--- src/shared/iopu_params.svh ---
// Constants of the general-purpose port block: sizes, offsets, resets.
`ifndef IOPU_PARAMS_SVH
`define IOPU_PARAMS_SVH

// ****************************************************************
// Port geometry
// ****************************************************************
`define IOPU_NUM_PORTS 7
`define IOPU_PORT_W 8
`define IOPU_OD_PORT 3
`define IOPU_OD_MASK 8'h0c

// ****************************************************************
// Register map: byte address = port * 0x10 + kind * 4
// ****************************************************************
`define IOPU_PORT_LSB 4
`define IOPU_PORT_MSB 6
`define IOPU_KIND_LSB 2
`define IOPU_KIND_MSB 3
`define IOPU_HIGH_LSB 7
`define IOPU_KIND_DATA 2'h0
`define IOPU_KIND_DIR 2'h1
`define IOPU_KIND_PULL 2'h2
`define IOPU_KIND_NONE 2'h3
`define IOPU_OFF_DATA 32'h0000_0000
`define IOPU_OFF_DIR 32'h0000_0004
`define IOPU_OFF_PULL 32'h0000_0008
`define IOPU_PORT_STRIDE 32'h0000_0010

// ****************************************************************
// Reset values and bus codes
// ****************************************************************
`define IOPU_RST_BYTE 8'h00
`define IOPU_HTRANS_NONSEQ 2'h2
`define IOPU_HRESP_OKAY 1'h0

`endif

--- src/shared/iopu_pkg.sv ---
// Types shared by the general-purpose port block.
`default_nettype none

package iopu_pkg;

  // AHB-Lite address-phase signals.
  typedef struct packed {
    logic hsel;
    logic [31:0] haddr;
    logic [1:0] htrans;
    logic hwrite;
    logic [2:0] hsize;
  } iopu_ahb_req_type;

  // Register kind selected by an address.
  typedef enum logic [1:0] {
    IOPU_REG_DATA = 2'h0,
    IOPU_REG_DIR = 2'h1,
    IOPU_REG_PULL = 2'h2
  } iopu_kind_type;

endpackage

`default_nettype wire

--- src/rtl/iopu_top.sv ---
// General-purpose I/O ports with pull-up control behind an AHB-Lite slave.
//
// Summary of operation
// - Each pin except the two open-drain pins has its own software pull-up enable bit.
// - A pull-up acts only while the pin's direction bit selects input.
// - Port 3 bits 2 and 3 are open-drain and have no pull-up enable bits.
// - An open-drain output holding one turns its driver off and floats.
// - Reading an input bit returns the synchronised, filtered pin level.
// - Reading an output bit returns the latch value.
// - A data write updates all eight latch bits, inputs included.
// - Turning an output into an input keeps its latch contents.
// - After reset every pin is an input.
//
// The register addresses and the AHB-Lite interface to the registers were decided locally.
`include "iopu_params.svh"
`timescale 1ns/100ps
`default_nettype none

module iopu_top #(
  parameter int NUM_PORTS = `IOPU_NUM_PORTS,
  parameter int PORT_W = `IOPU_PORT_W
) (
  input wire logic clock_i,
  input wire logic rst_b_i,
  input wire iopu_pkg::iopu_ahb_req_type ahb_req_i,
  input wire logic hready_i,
  input wire logic [31:0] hwdata_i,
  output logic [31:0] hrdata_o,
  output logic hreadyout_o,
  output logic hresp_o,
  input wire logic [NUM_PORTS*PORT_W-1:0] pin_i,
  output logic [NUM_PORTS*PORT_W-1:0] pin_o,
  output logic [NUM_PORTS*PORT_W-1:0] pin_oe_o,
  output logic [NUM_PORTS*PORT_W-1:0] pullup_en_o
);

  // ****************************************************************
  // Address phase decode
  // ****************************************************************
  localparam int PSEL_W = `IOPU_PORT_MSB - `IOPU_PORT_LSB + 1;

  logic take_addr;
  logic addr_mapped;
  logic [PSEL_W-1:0] addr_port;
  logic [1:0] addr_kind;
  logic wr_pend_q;
  logic [PSEL_W-1:0] wr_port_q;
  logic [1:0] wr_kind_q;
  logic [31:0] hrdata_q;
  logic hreadyout_q;
  logic hresp_q;
  logic wr_fire;

  assign take_addr = ahb_req_i.hsel && hready_i &&
    (ahb_req_i.htrans == `IOPU_HTRANS_NONSEQ);
  assign addr_port = ahb_req_i.haddr[`IOPU_PORT_MSB:`IOPU_PORT_LSB];
  assign addr_kind = ahb_req_i.haddr[`IOPU_KIND_MSB:`IOPU_KIND_LSB];
  // Only aligned words of existing ports and the three kinds are mapped.
  assign addr_mapped =
    (ahb_req_i.haddr[31:`IOPU_HIGH_LSB] == '0) &&
    (ahb_req_i.haddr[`IOPU_KIND_LSB-1:0] == '0) &&
    (32'(addr_port) < 32'(NUM_PORTS)) &&
    (addr_kind != `IOPU_KIND_NONE);

  // Write address is held for the data phase that follows.
  always_ff @(posedge clock_i or negedge rst_b_i) begin
    if (!rst_b_i) begin
      wr_pend_q <= 1'b0;
      wr_port_q <= '0;
      wr_kind_q <= 2'h0;
    end else if (hready_i) begin
      wr_pend_q <= take_addr && ahb_req_i.hwrite && addr_mapped;
      wr_port_q <= addr_port;
      wr_kind_q <= addr_kind;
    end
  end

  // A write lands only at the edge that completes its data phase.
  assign wr_fire = wr_pend_q && hready_i;

  // ****************************************************************
  // Per-port registers, pin synchronisers and pin drivers
  // ****************************************************************
  logic [PORT_W-1:0] latch_d [NUM_PORTS];
  logic [PORT_W-1:0] dir_d [NUM_PORTS];
  logic [PORT_W-1:0] pull_d [NUM_PORTS];
  logic [PORT_W-1:0] level_q [NUM_PORTS];

  // One slice of registers and pin logic per port.
  genvar gp;
  generate
    for (gp = 0; gp < NUM_PORTS; gp++) begin : g_port
      // Port 3 carries the two open-drain pins.
      localparam logic [PORT_W-1:0] OD_MASK =
        (gp == `IOPU_OD_PORT) ? PORT_W'(`IOPU_OD_MASK) : '0;
      logic sel;
      logic [PORT_W-1:0] latch_q;
      logic [PORT_W-1:0] dir_q;
      logic [PORT_W-1:0] pull_q;
      logic [PORT_W-1:0] sync1_q;
      logic [PORT_W-1:0] sync2_q;
      logic [PORT_W-1:0] sync3_q;
      logic [PORT_W-1:0] lvl_q;
      logic [PORT_W-1:0] out_q;
      logic [PORT_W-1:0] oe_q;
      logic [PORT_W-1:0] pu_q;

      assign sel = wr_fire && (32'(wr_port_q) == gp);

      // All eight latch bits take the written byte.
      // The latch is untouched by direction writes.
      assign latch_d[gp] = (sel && wr_kind_q == `IOPU_KIND_DATA) ?
        hwdata_i[PORT_W-1:0] : latch_q;
      assign dir_d[gp] = (sel && wr_kind_q == `IOPU_KIND_DIR) ?
        hwdata_i[PORT_W-1:0] : dir_q;
      // Open-drain bits have no pull-up bit and read zero.
      assign pull_d[gp] = (sel && wr_kind_q == `IOPU_KIND_PULL) ?
        (hwdata_i[PORT_W-1:0] & ~OD_MASK) : pull_q;
      // Software sees the filtered pin level, never the raw pin.
      assign level_q[gp] = lvl_q;

      // Every pin starts as an input.
      always_ff @(posedge clock_i or negedge rst_b_i) begin
        if (!rst_b_i) begin
          latch_q <= `IOPU_RST_BYTE;
          dir_q <= `IOPU_RST_BYTE;
          pull_q <= `IOPU_RST_BYTE;
        end else begin
          latch_q <= latch_d[gp];
          dir_q <= dir_d[gp];
          pull_q <= pull_d[gp];
        end
      end

      // ****************************************************************
      // Pin sampling
      // ****************************************************************
      // Three-stage sampler; a level counts once stages two and three agree.
      always_ff @(posedge clock_i or negedge rst_b_i) begin
        if (!rst_b_i) begin
          sync1_q <= '0;
          sync2_q <= '0;
          sync3_q <= '0;
          lvl_q <= '0;
        end else begin
          sync1_q <= pin_i[gp*PORT_W +: PORT_W];
          sync2_q <= sync1_q;
          sync3_q <= sync2_q;
          lvl_q <= (sync2_q & sync3_q) | (lvl_q & (sync2_q | sync3_q));
        end
      end

      // ****************************************************************
      // Pin drivers
      // ****************************************************************
      // Pin drivers follow the next register values, so pins change at the same edge as the registers.
      always_ff @(posedge clock_i or negedge rst_b_i) begin
        if (!rst_b_i) begin
          out_q <= '0;
          oe_q <= '0;
          pu_q <= '0;
        end else begin
          out_q <= latch_d[gp] & ~OD_MASK;
          oe_q <= dir_d[gp] & ~(OD_MASK & latch_d[gp]);
          pu_q <= pull_d[gp] & ~dir_d[gp] & ~OD_MASK;
        end
      end

      assign pin_o[gp*PORT_W +: PORT_W] = out_q;
      assign pin_oe_o[gp*PORT_W +: PORT_W] = oe_q;
      assign pullup_en_o[gp*PORT_W +: PORT_W] = pu_q;
    end
  endgenerate

  // ****************************************************************
  // Read data
  // ****************************************************************
  logic [31:0] rd_value;

  // Next values are read, so a read after a write sees the new byte.
  // Inputs read the pin, outputs read the latch.
  always_comb begin
    rd_value = '0;
    if (addr_mapped) begin
      unique case (addr_kind)
        `IOPU_KIND_DATA: rd_value[PORT_W-1:0] =
          (dir_d[addr_port] & latch_d[addr_port]) |
          (~dir_d[addr_port] & level_q[addr_port]);
        `IOPU_KIND_DIR: rd_value[PORT_W-1:0] = dir_d[addr_port];
        `IOPU_KIND_PULL: rd_value[PORT_W-1:0] = pull_d[addr_port];
        default: rd_value = '0;
      endcase
    end
  end

  always_ff @(posedge clock_i or negedge rst_b_i) begin
    if (!rst_b_i) begin
      hrdata_q <= '0;
    end else if (take_addr && !ahb_req_i.hwrite) begin
      hrdata_q <= rd_value;
    end
  end

  // ****************************************************************
  // Bus response
  // ****************************************************************
  // Every transfer completes at once with an OKAY response.
  always_ff @(posedge clock_i or negedge rst_b_i) begin
    if (!rst_b_i) begin
      hreadyout_q <= 1'b0;
      hresp_q <= `IOPU_HRESP_OKAY;
    end else begin
      hreadyout_q <= 1'b1;
      hresp_q <= `IOPU_HRESP_OKAY;
    end
  end

  assign hrdata_o = hrdata_q;
  assign hreadyout_o = hreadyout_q;
  assign hresp_o = hresp_q;

endmodule // iopu_top

`default_nettype wire

--- config.mk ---
export PLATFORM = sky130hd
export DESIGN_NAME = iopu_top
export DESIGN_NICKNAME = d
export VERILOG_FILES = /design/src/shared/iopu_pkg.sv /design/src/rtl/iopu_top.sv
export VERILOG_INCLUDE_DIRS = /design/src /design/src/shared
export SDC_FILE = /design/constraint.sdc
export NUM_CORES = 1
export LEC_CHECK = 0
export BUFFER_PORTS_ARGS = -buffer_cell sky130_fd_sc_hd__clkbuf_2
export CAP_MARGIN = 0
export CORE_ASPECT_RATIO = 0.8
export CORE_UTILIZATION = 58
export CTS_BUF_LIST = sky130_fd_sc_hd__clkbuf_8
export DETAILED_ROUTE_END_ITERATION = 16
export PLACE_DENSITY = 0.89
export SKIP_CTS_REPAIR_TIMING = 1
export SLEW_MARGIN = 20
export SYNTH_ARGS = -nofsm -noshare
export SYNTH_HDL_FRONTEND = slang
export SYNTH_SLANG_ARGS = --single-unit
export TNS_END_PERCENT = 1
--- constraint.sdc ---
create_clock -name clock_i -period 2.9 [get_ports clock_i]
set_input_delay 0.145 -clock clock_i [delete_from_list [all_inputs] [get_ports clock_i]]
set_output_delay 0.145 -clock clock_i [all_outputs]
set_load 0.02 [all_outputs]
==> reports/metrics.cfg, run 1 <==
[floorplan]
coreArea_um2 = 30500
fp.dieH_um = 160
die_area_um2 = 31900
start_util_pct = 59.3
rows = 57
pin_count = 332
die_w_um = 199

[logic_synthesis]
synth-compound-area-share_pct = 9.73
synthMuxAreaShare_pct = 7.50
synth_seq_cells = 463
synth_top_cells_by_count = dfrtp_1 (463), nand2_1 (149), o21ai_0 (105)
synthXorXnorAreaFrac_pct = 0.0968
netlist.area_leader.share_pct = 64.1
synth_fa_ha_area_share_pct = 3.10
synth_top_family_by_area = simple AND/OR/NAND/NOR gates
synth_edf_count = 0
ys_seq_area_share_pct = 64.1
yosysWarnings = 0
postSynthAreaPerCell_um2 = 12.3
ys_types = 85
yosys.area.top_type = dfrtp_1
synthesis.area_um2 = 18100
ys_top_cells_by_area = dfrtp_1 (64%), mux2_2 (4.0%), maj3_1 (3.1%), nand2_1 (3.1%), o21ai_0 (2.9%)
yosysMostFrequentCell = dfrtp_1
synth_flop_cell = dfrtp_1
synthCells = 1472
synthSimpleGateAreaFrac_pct = 11.1
async_flop_share_pct = 100

[critical_path]
crit_type = register to register
worst-path-max-fanout = 14
required_ns = 3.42
crit_top_cell = buf_4
ff2ff_path_depth = 10
worstPathCellList = nor2_1 -> buf_4 -> nand3_1 -> buf_4 -> mux2i_1 -> mux2i_1 -> o32ai_1 -> buf_4 -> o31ai_1 -> a211o_1
cp-end-kind = register
cpPeakStageDelay_ns = 0.55
cp_slowest_cell = dfrtp_1
startpoint_type = register
cp.arrival_ns = 3.37

[layout]
seqCellArea_um2 = 11600
final_cell_area_um2 = 22400
post_layout_nonfiller_instances = 2354
drive_gt1_share_pct = 30.2
area_growth_syn_to_layout_pct = 23.9
fillCellCount = 2047
multiInputGateArea_um2 = 5810
final_nets = 2020
num_antenna_cells = 0

[worst_hold_path]
hold_path_class = primary input to register
whs_path_depth = 2

[placement]
finalWeightedCongestion = 0.967
dp.cells = 2169
postPlaceCellArea_um2 = 20300
port_buffers = 275
pre_cts_ws_ns = 0.186
dp_hpwl_mm = 37.7

[cts]
ctsHtreeMaxLevel = 3
cts-buffers-inserted = 71
clockRootBuffer = clkbuf_8
cts.sinks = 463
insertion_delay_ns = 0.63
clk_path_buf_depth = 3
tritoncts = done
clk_pin_slew_ns = 0.06

[pwr]
total_leakage_power_nw = 11.2
ir_worst_vdd_mv = 0.617
power.density_nw_per_um2 = 605

[sta]
fin_crit_sh_pct = 98.3
setup_slack_ns = 0.0503
finalSetupViolations = 0
finClkSkew_ns = 0.0359
fin_crit_ns = 2.85
rsz0062_at_grt = false
fmax_ghz = 0.351
hold_violations = 0
relSlewSlack_pct = 47.3
drv_slew = 0
setup-tns-final_ns = 0
whs_ns = 0.0156
worst_slew_pin_slew_ns = 0.787

[status]
status = finished, final reports clean

[drt]
drcViolationCount = 0
viasPerCell = 5.84
totalWireLength_mm = 54.6
wire_per_inst_um = 23.2
num_vias = 13700
drtIter0Drc = 1200
first_pass_iters = 5
postRouteAntennaNets = 0

[global_route]
grt_max_degree = 104
grt_pass1_wl_mm = 80.3
antenna_found_initial = 0
grt-ovfl-total = 0
track_usage_pct = 34.2
grt_pass1_vias = 13500

[flow_run]
drv_cap = 0

## logic make-up (layout without fill, tap and decap cells)
family | count (synthesis) | after routing
AOI/OAI and AO/OA | 269 | 269
xor gates and xnor gates | 2 | 2
adders and majority gates | 56 | 56
buffers and inverters | 163 | 604
DFF | 463 | 463
muxes | 115 | 115
other | 2 | 30
and+or+nand+nor | 402 | 402
## path summary, 6_finish.rpt
path	from	to	slack [ns]
setup / recovery	wr_port_q[1]	hrdata_o[0]	0.05
hold / removal	hready_i	wr_kind_q[1]	0.02
setup reg to reg	wr_port_q[1]	hrdata_o[0]	0.05
hold reg to reg	g_port[6].sync1_q[5]	g_port[6].sync2_q[5]	0.34
max in group asynchronous	rst_b_i	g_port[6].lvl_q[4]	1.80
min in group asynchronous	rst_b_i	g_port[6].dir_q[3]	0.11
## per-stage QoR
step	util, %	power [W]
2_1_floorplan	-	0.00745
5_1_grt	73.4	0.0140
3_3_place_gp	66.6	0.00792
3_5_place_dp	66.6	0.00797
6_report	73.4	0.0136
4_1_cts	71.4	0.0135
## layout make-up
type	instances	share of cell area, %
sequential	463	51.7
multi-input combinational	874	25.9
timing repair buffer	447	13.0
clock buffer	89	5.46
tap	413	2.31
clock inverter	35	1.14
inverter	33	0.553
## power breakdown
group | internal [W] | switching, W | leakage [nW]
registers | 0.00670 | 0.000145 | 5.93
logic | 0.000425 | 0.000686 | 4.49
clock network | 0.00305 | 0.00257 | 0.828
## metal layers
| layer | vias up | part of all wire [%] | GRT usage, % |
|---|---|---|---|
| met5 | - | 0 | 0 |
| met4 | 0 | 3.9 | 14.4 |
| met3 | 147 | 9.8 | 10.4 |
| met2 | 784 | 47 | 52.0 |
| met1 | 6831 | 39 | 46.0 |
| li1 | 5978 | - | - |
## worst max-delay path, delay by kind of cell, from the launching register on
family	cells	cell delay, ns
muxes	2	0.42
buffers and inverters	3	0.62
and+or+nand+nor	2	0.40
DFF	1	0.55
AOI/OAI and AO/OA	3	0.76
## registers in the layout, indices dropped and copies added (netlist names), 3 cells and up
register and flops:
g_port.pull_q 56, g_port.oe_q 47, hrdata_o 8, g_port.pu_q 54
g_port.sync1_q 56, g_port.sync2_q 56, g_port.dir_q 11, g_port.out_q 41
g_port.sync3_q 56, wr_port_q 3, g_port.latch_q 15, g_port.lvl_q 56
## placed cells by master (no fill, tap or decap), types with 11 or more instances in the layout
cell type	count
nand2_1	149
nor2b_1	44
o21ai_0	105
o221ai_1	11
a211oi_1	13
buf_4	105
clkbuf_8	89
nor2_1	73
maj3_1	56
clkbuf_2	272
o22ai_1	28
nand3_1	15
dlygate4sd3_1	61
conb_1	30
mux2_2	64
nor3_1	44
mux2i_1	38
a21oi_1	21
dfrtp_1	463
inv_1	53
Power figures use the tool's default switching activity.
==> inputs of run 2 (changes only) <==
- RECOVER_POWER: unset -> 25
==> run 2 against run 1 <==
The flow now finishes with violations (capacitance limit, slew limit). Utilization down 0.057 points. Hold slack worse by 0.00055 ns. Routed wire length about the same. Sequential power about the same. Via count up 0.29%. Non-clock buffer count unchanged. Die area unchanged. Critical path type unchanged. Largest cell class unchanged.
==> reports/metrics.cfg, run 2 (synthesis gave the netlist of run 1 again) <==
[placement]
pre_cts_ws_ns = 0.186
dp_hpwl_mm = 37.7
port_buffers = 275
finalWeightedCongestion = 0.967

[global_route]
track_usage_pct = 34.2
grt_use_met1_pct = 46.0
met2_usage_pct = 52.0
grt_pass1_wl_mm = 80.3
grt_max_degree = 104
grt-ovfl-total = 0
grt_pass1_vias = 13500
antenna_found_initial = 0
met3_usage_pct = 10.4
top_usage_layer = met2

[worst_hold_path]
hold_path_class = primary input to register

[pwr]
power.density_nw_per_um2 = 606
swShare_pct = 25.1
p_switching_w = 0.00340
pwr-share-comb_pct = 8.2
p_clk_share_pct = 41.4
seqPwrFrac_pct = 50.4
total_leakage_power_nw = 11.2
internal_power_w = 0.0102
ir_worst_vdd_mv = 0.617

[cts]
clk_pin_slew_ns = 0.07
cts-buffers-inserted = 71
ctsHtreeMaxLevel = 3
clk_path_buf_depth = 3
insertion_delay_ns = 0.63
tritoncts = done
clockRootBuffer = clkbuf_8
cts.sinks = 463

[sta]
setup-tns-final_ns = 0
relSlewSlack_pct = -38.2
worst_slew_pin_slew_ns = 2.07
rsz0062_at_grt = false
setup_slack_ns = 0.0852
fmax_ghz = 0.355
finClkSkew_ns = 0.0331
drv_slew = 68
fin_crit_sh_pct = 97.1
fin_crit_ns = 2.81
hold_violations = 0
finalSetupViolations = 0

[layout]
num_antenna_cells = 0
multiInputGateArea_um2 = 5810
final_nets = 2020
drive_gt1_share_pct = 30.1
layout_commonest_cell = dfrtp_1
utilization_pct = 73.4
final_cell_mix = dfrtp_1 (463), clkbuf_2 (273), nand2_1 (149), o21ai_0 (105), buf_4 (103)
seqCellArea_um2 = 11600
fillCellCount = 2051
area_growth_syn_to_layout_pct = 23.8

[critical_path]
worst-path-max-fanout = 14
required_ns = 3.47
cp_slowest_cell = dfrtp_1
cp.arrival_ns = 3.38
cp-end-kind = register
startpoint_type = register
cpPeakStageDelay_ns = 0.55
worstPathCellList = buf_4 -> and4bb_2 -> nand2_2 -> mux2i_1 -> buf_4 -> o221a_2 -> o41ai_1 -> a311o_1
cp_num_buf_inv = 2
crit_type = register to register
cp_top_family = compound AO/OA/AOI/OAI gates
crit_top_cell = buf_4

[floorplan]
die_w_um = 199
coreArea_um2 = 30500
rows = 57
pin_count = 332
fp.dieH_um = 160
die_area_um2 = 31900
start_util_pct = 59.3

[flow_run]
drv_cap = 1

[drt]
drcViolationCount = 0
wire_per_inst_um = 23.2
totalWireLength_mm = 54.6
viasPerCell = 5.85
first_pass_iters = 8
num_vias = 13800
drtIter0Drc = 1198
postRouteAntennaNets = 0

[status]
status = finished with violations
violations = capacitance limit, slew limit

==> run 2: cell types whose count changed in the layout (fill, tap and decap cells not counted), sizes merged <==
| cell | before | now |
|---|---|---|
| buf | 114 | 111 |
| clkbuf | 361 | 364 |
==> run 2: power groups by stage <==
stage               clock network (W)  logic (W)  registers (W)
CTS                           0.00566    0.00103        0.00684
floorplan                           0   0.000521        0.00693
detailed placement                  0    0.00102        0.00695
finish                        0.00562    0.00111        0.00684
global route                  0.00599    0.00119        0.00686
global placement                    0   0.000994        0.00693
==> run 2: worst paths after layout <==
check	startpoint	to	slack [ns]	cells past startpoint
min	hready_i	wr_kind_q[1]	0.02	2
max in group asynchronous	rst_b_i	g_port[4].pull_q[0]	0.71	3
max	wr_port_q[1]	hrdata_o[5]	0.09	8
min in group asynchronous	rst_b_i	g_port[6].dir_q[3]	0.67	2
min reg2reg	g_port[6].sync1_q[5]	g_port[6].sync2_q[5]	0.34	0
max reg2reg	wr_port_q[1]	hrdata_o[5]	0.09	8
==> run 2: per-layer routing <==
| layer | vias to the layer above | part of all wire [%] |
|---|---|---|
| met5 | - | 0 |
| met4 | 0 | 3.9 |
| met3 | 152 | 10 |
| met2 | 812 | 47 |
| met1 | 6840 | 39 |
| li1 | 5976 | - |
==> run 2: stage by stage <==
| stage | cell area, um2 | total power (W) | instances | hold WS [ns] |
|---|---|---|---|---|
| after CTS | 21800 | 0.0135 | 2293 | -0.486 |
| after global routing | 22400 | 0.0140 | 2354 | 0.0215 |
| after floorplan | 18200 | 0.00745 | 1500 | -0.151 |
| final | 22400 | 0.0136 | 2354 | 0.0151 |
| after global placement | 20300 | 0.00792 | 2169 | 0.159 |
| after detailed placement | 20300 | 0.00797 | 2169 | 0.172 |
==> run 2: final cells by class <==
| class | count | share of cell area [%] |
|---|---|---|
| Timing Repair Buffer | 447 | 12.9 |
| Clock inverter | 35 | 1.14 |
| Sequential cell | 463 | 51.7 |
| Clock buffer | 89 | 5.47 |
| Inverter | 33 | 0.553 |
| Tap cell | 413 | 2.31 |
| Multi-Input combinational cell | 874 | 25.9 |
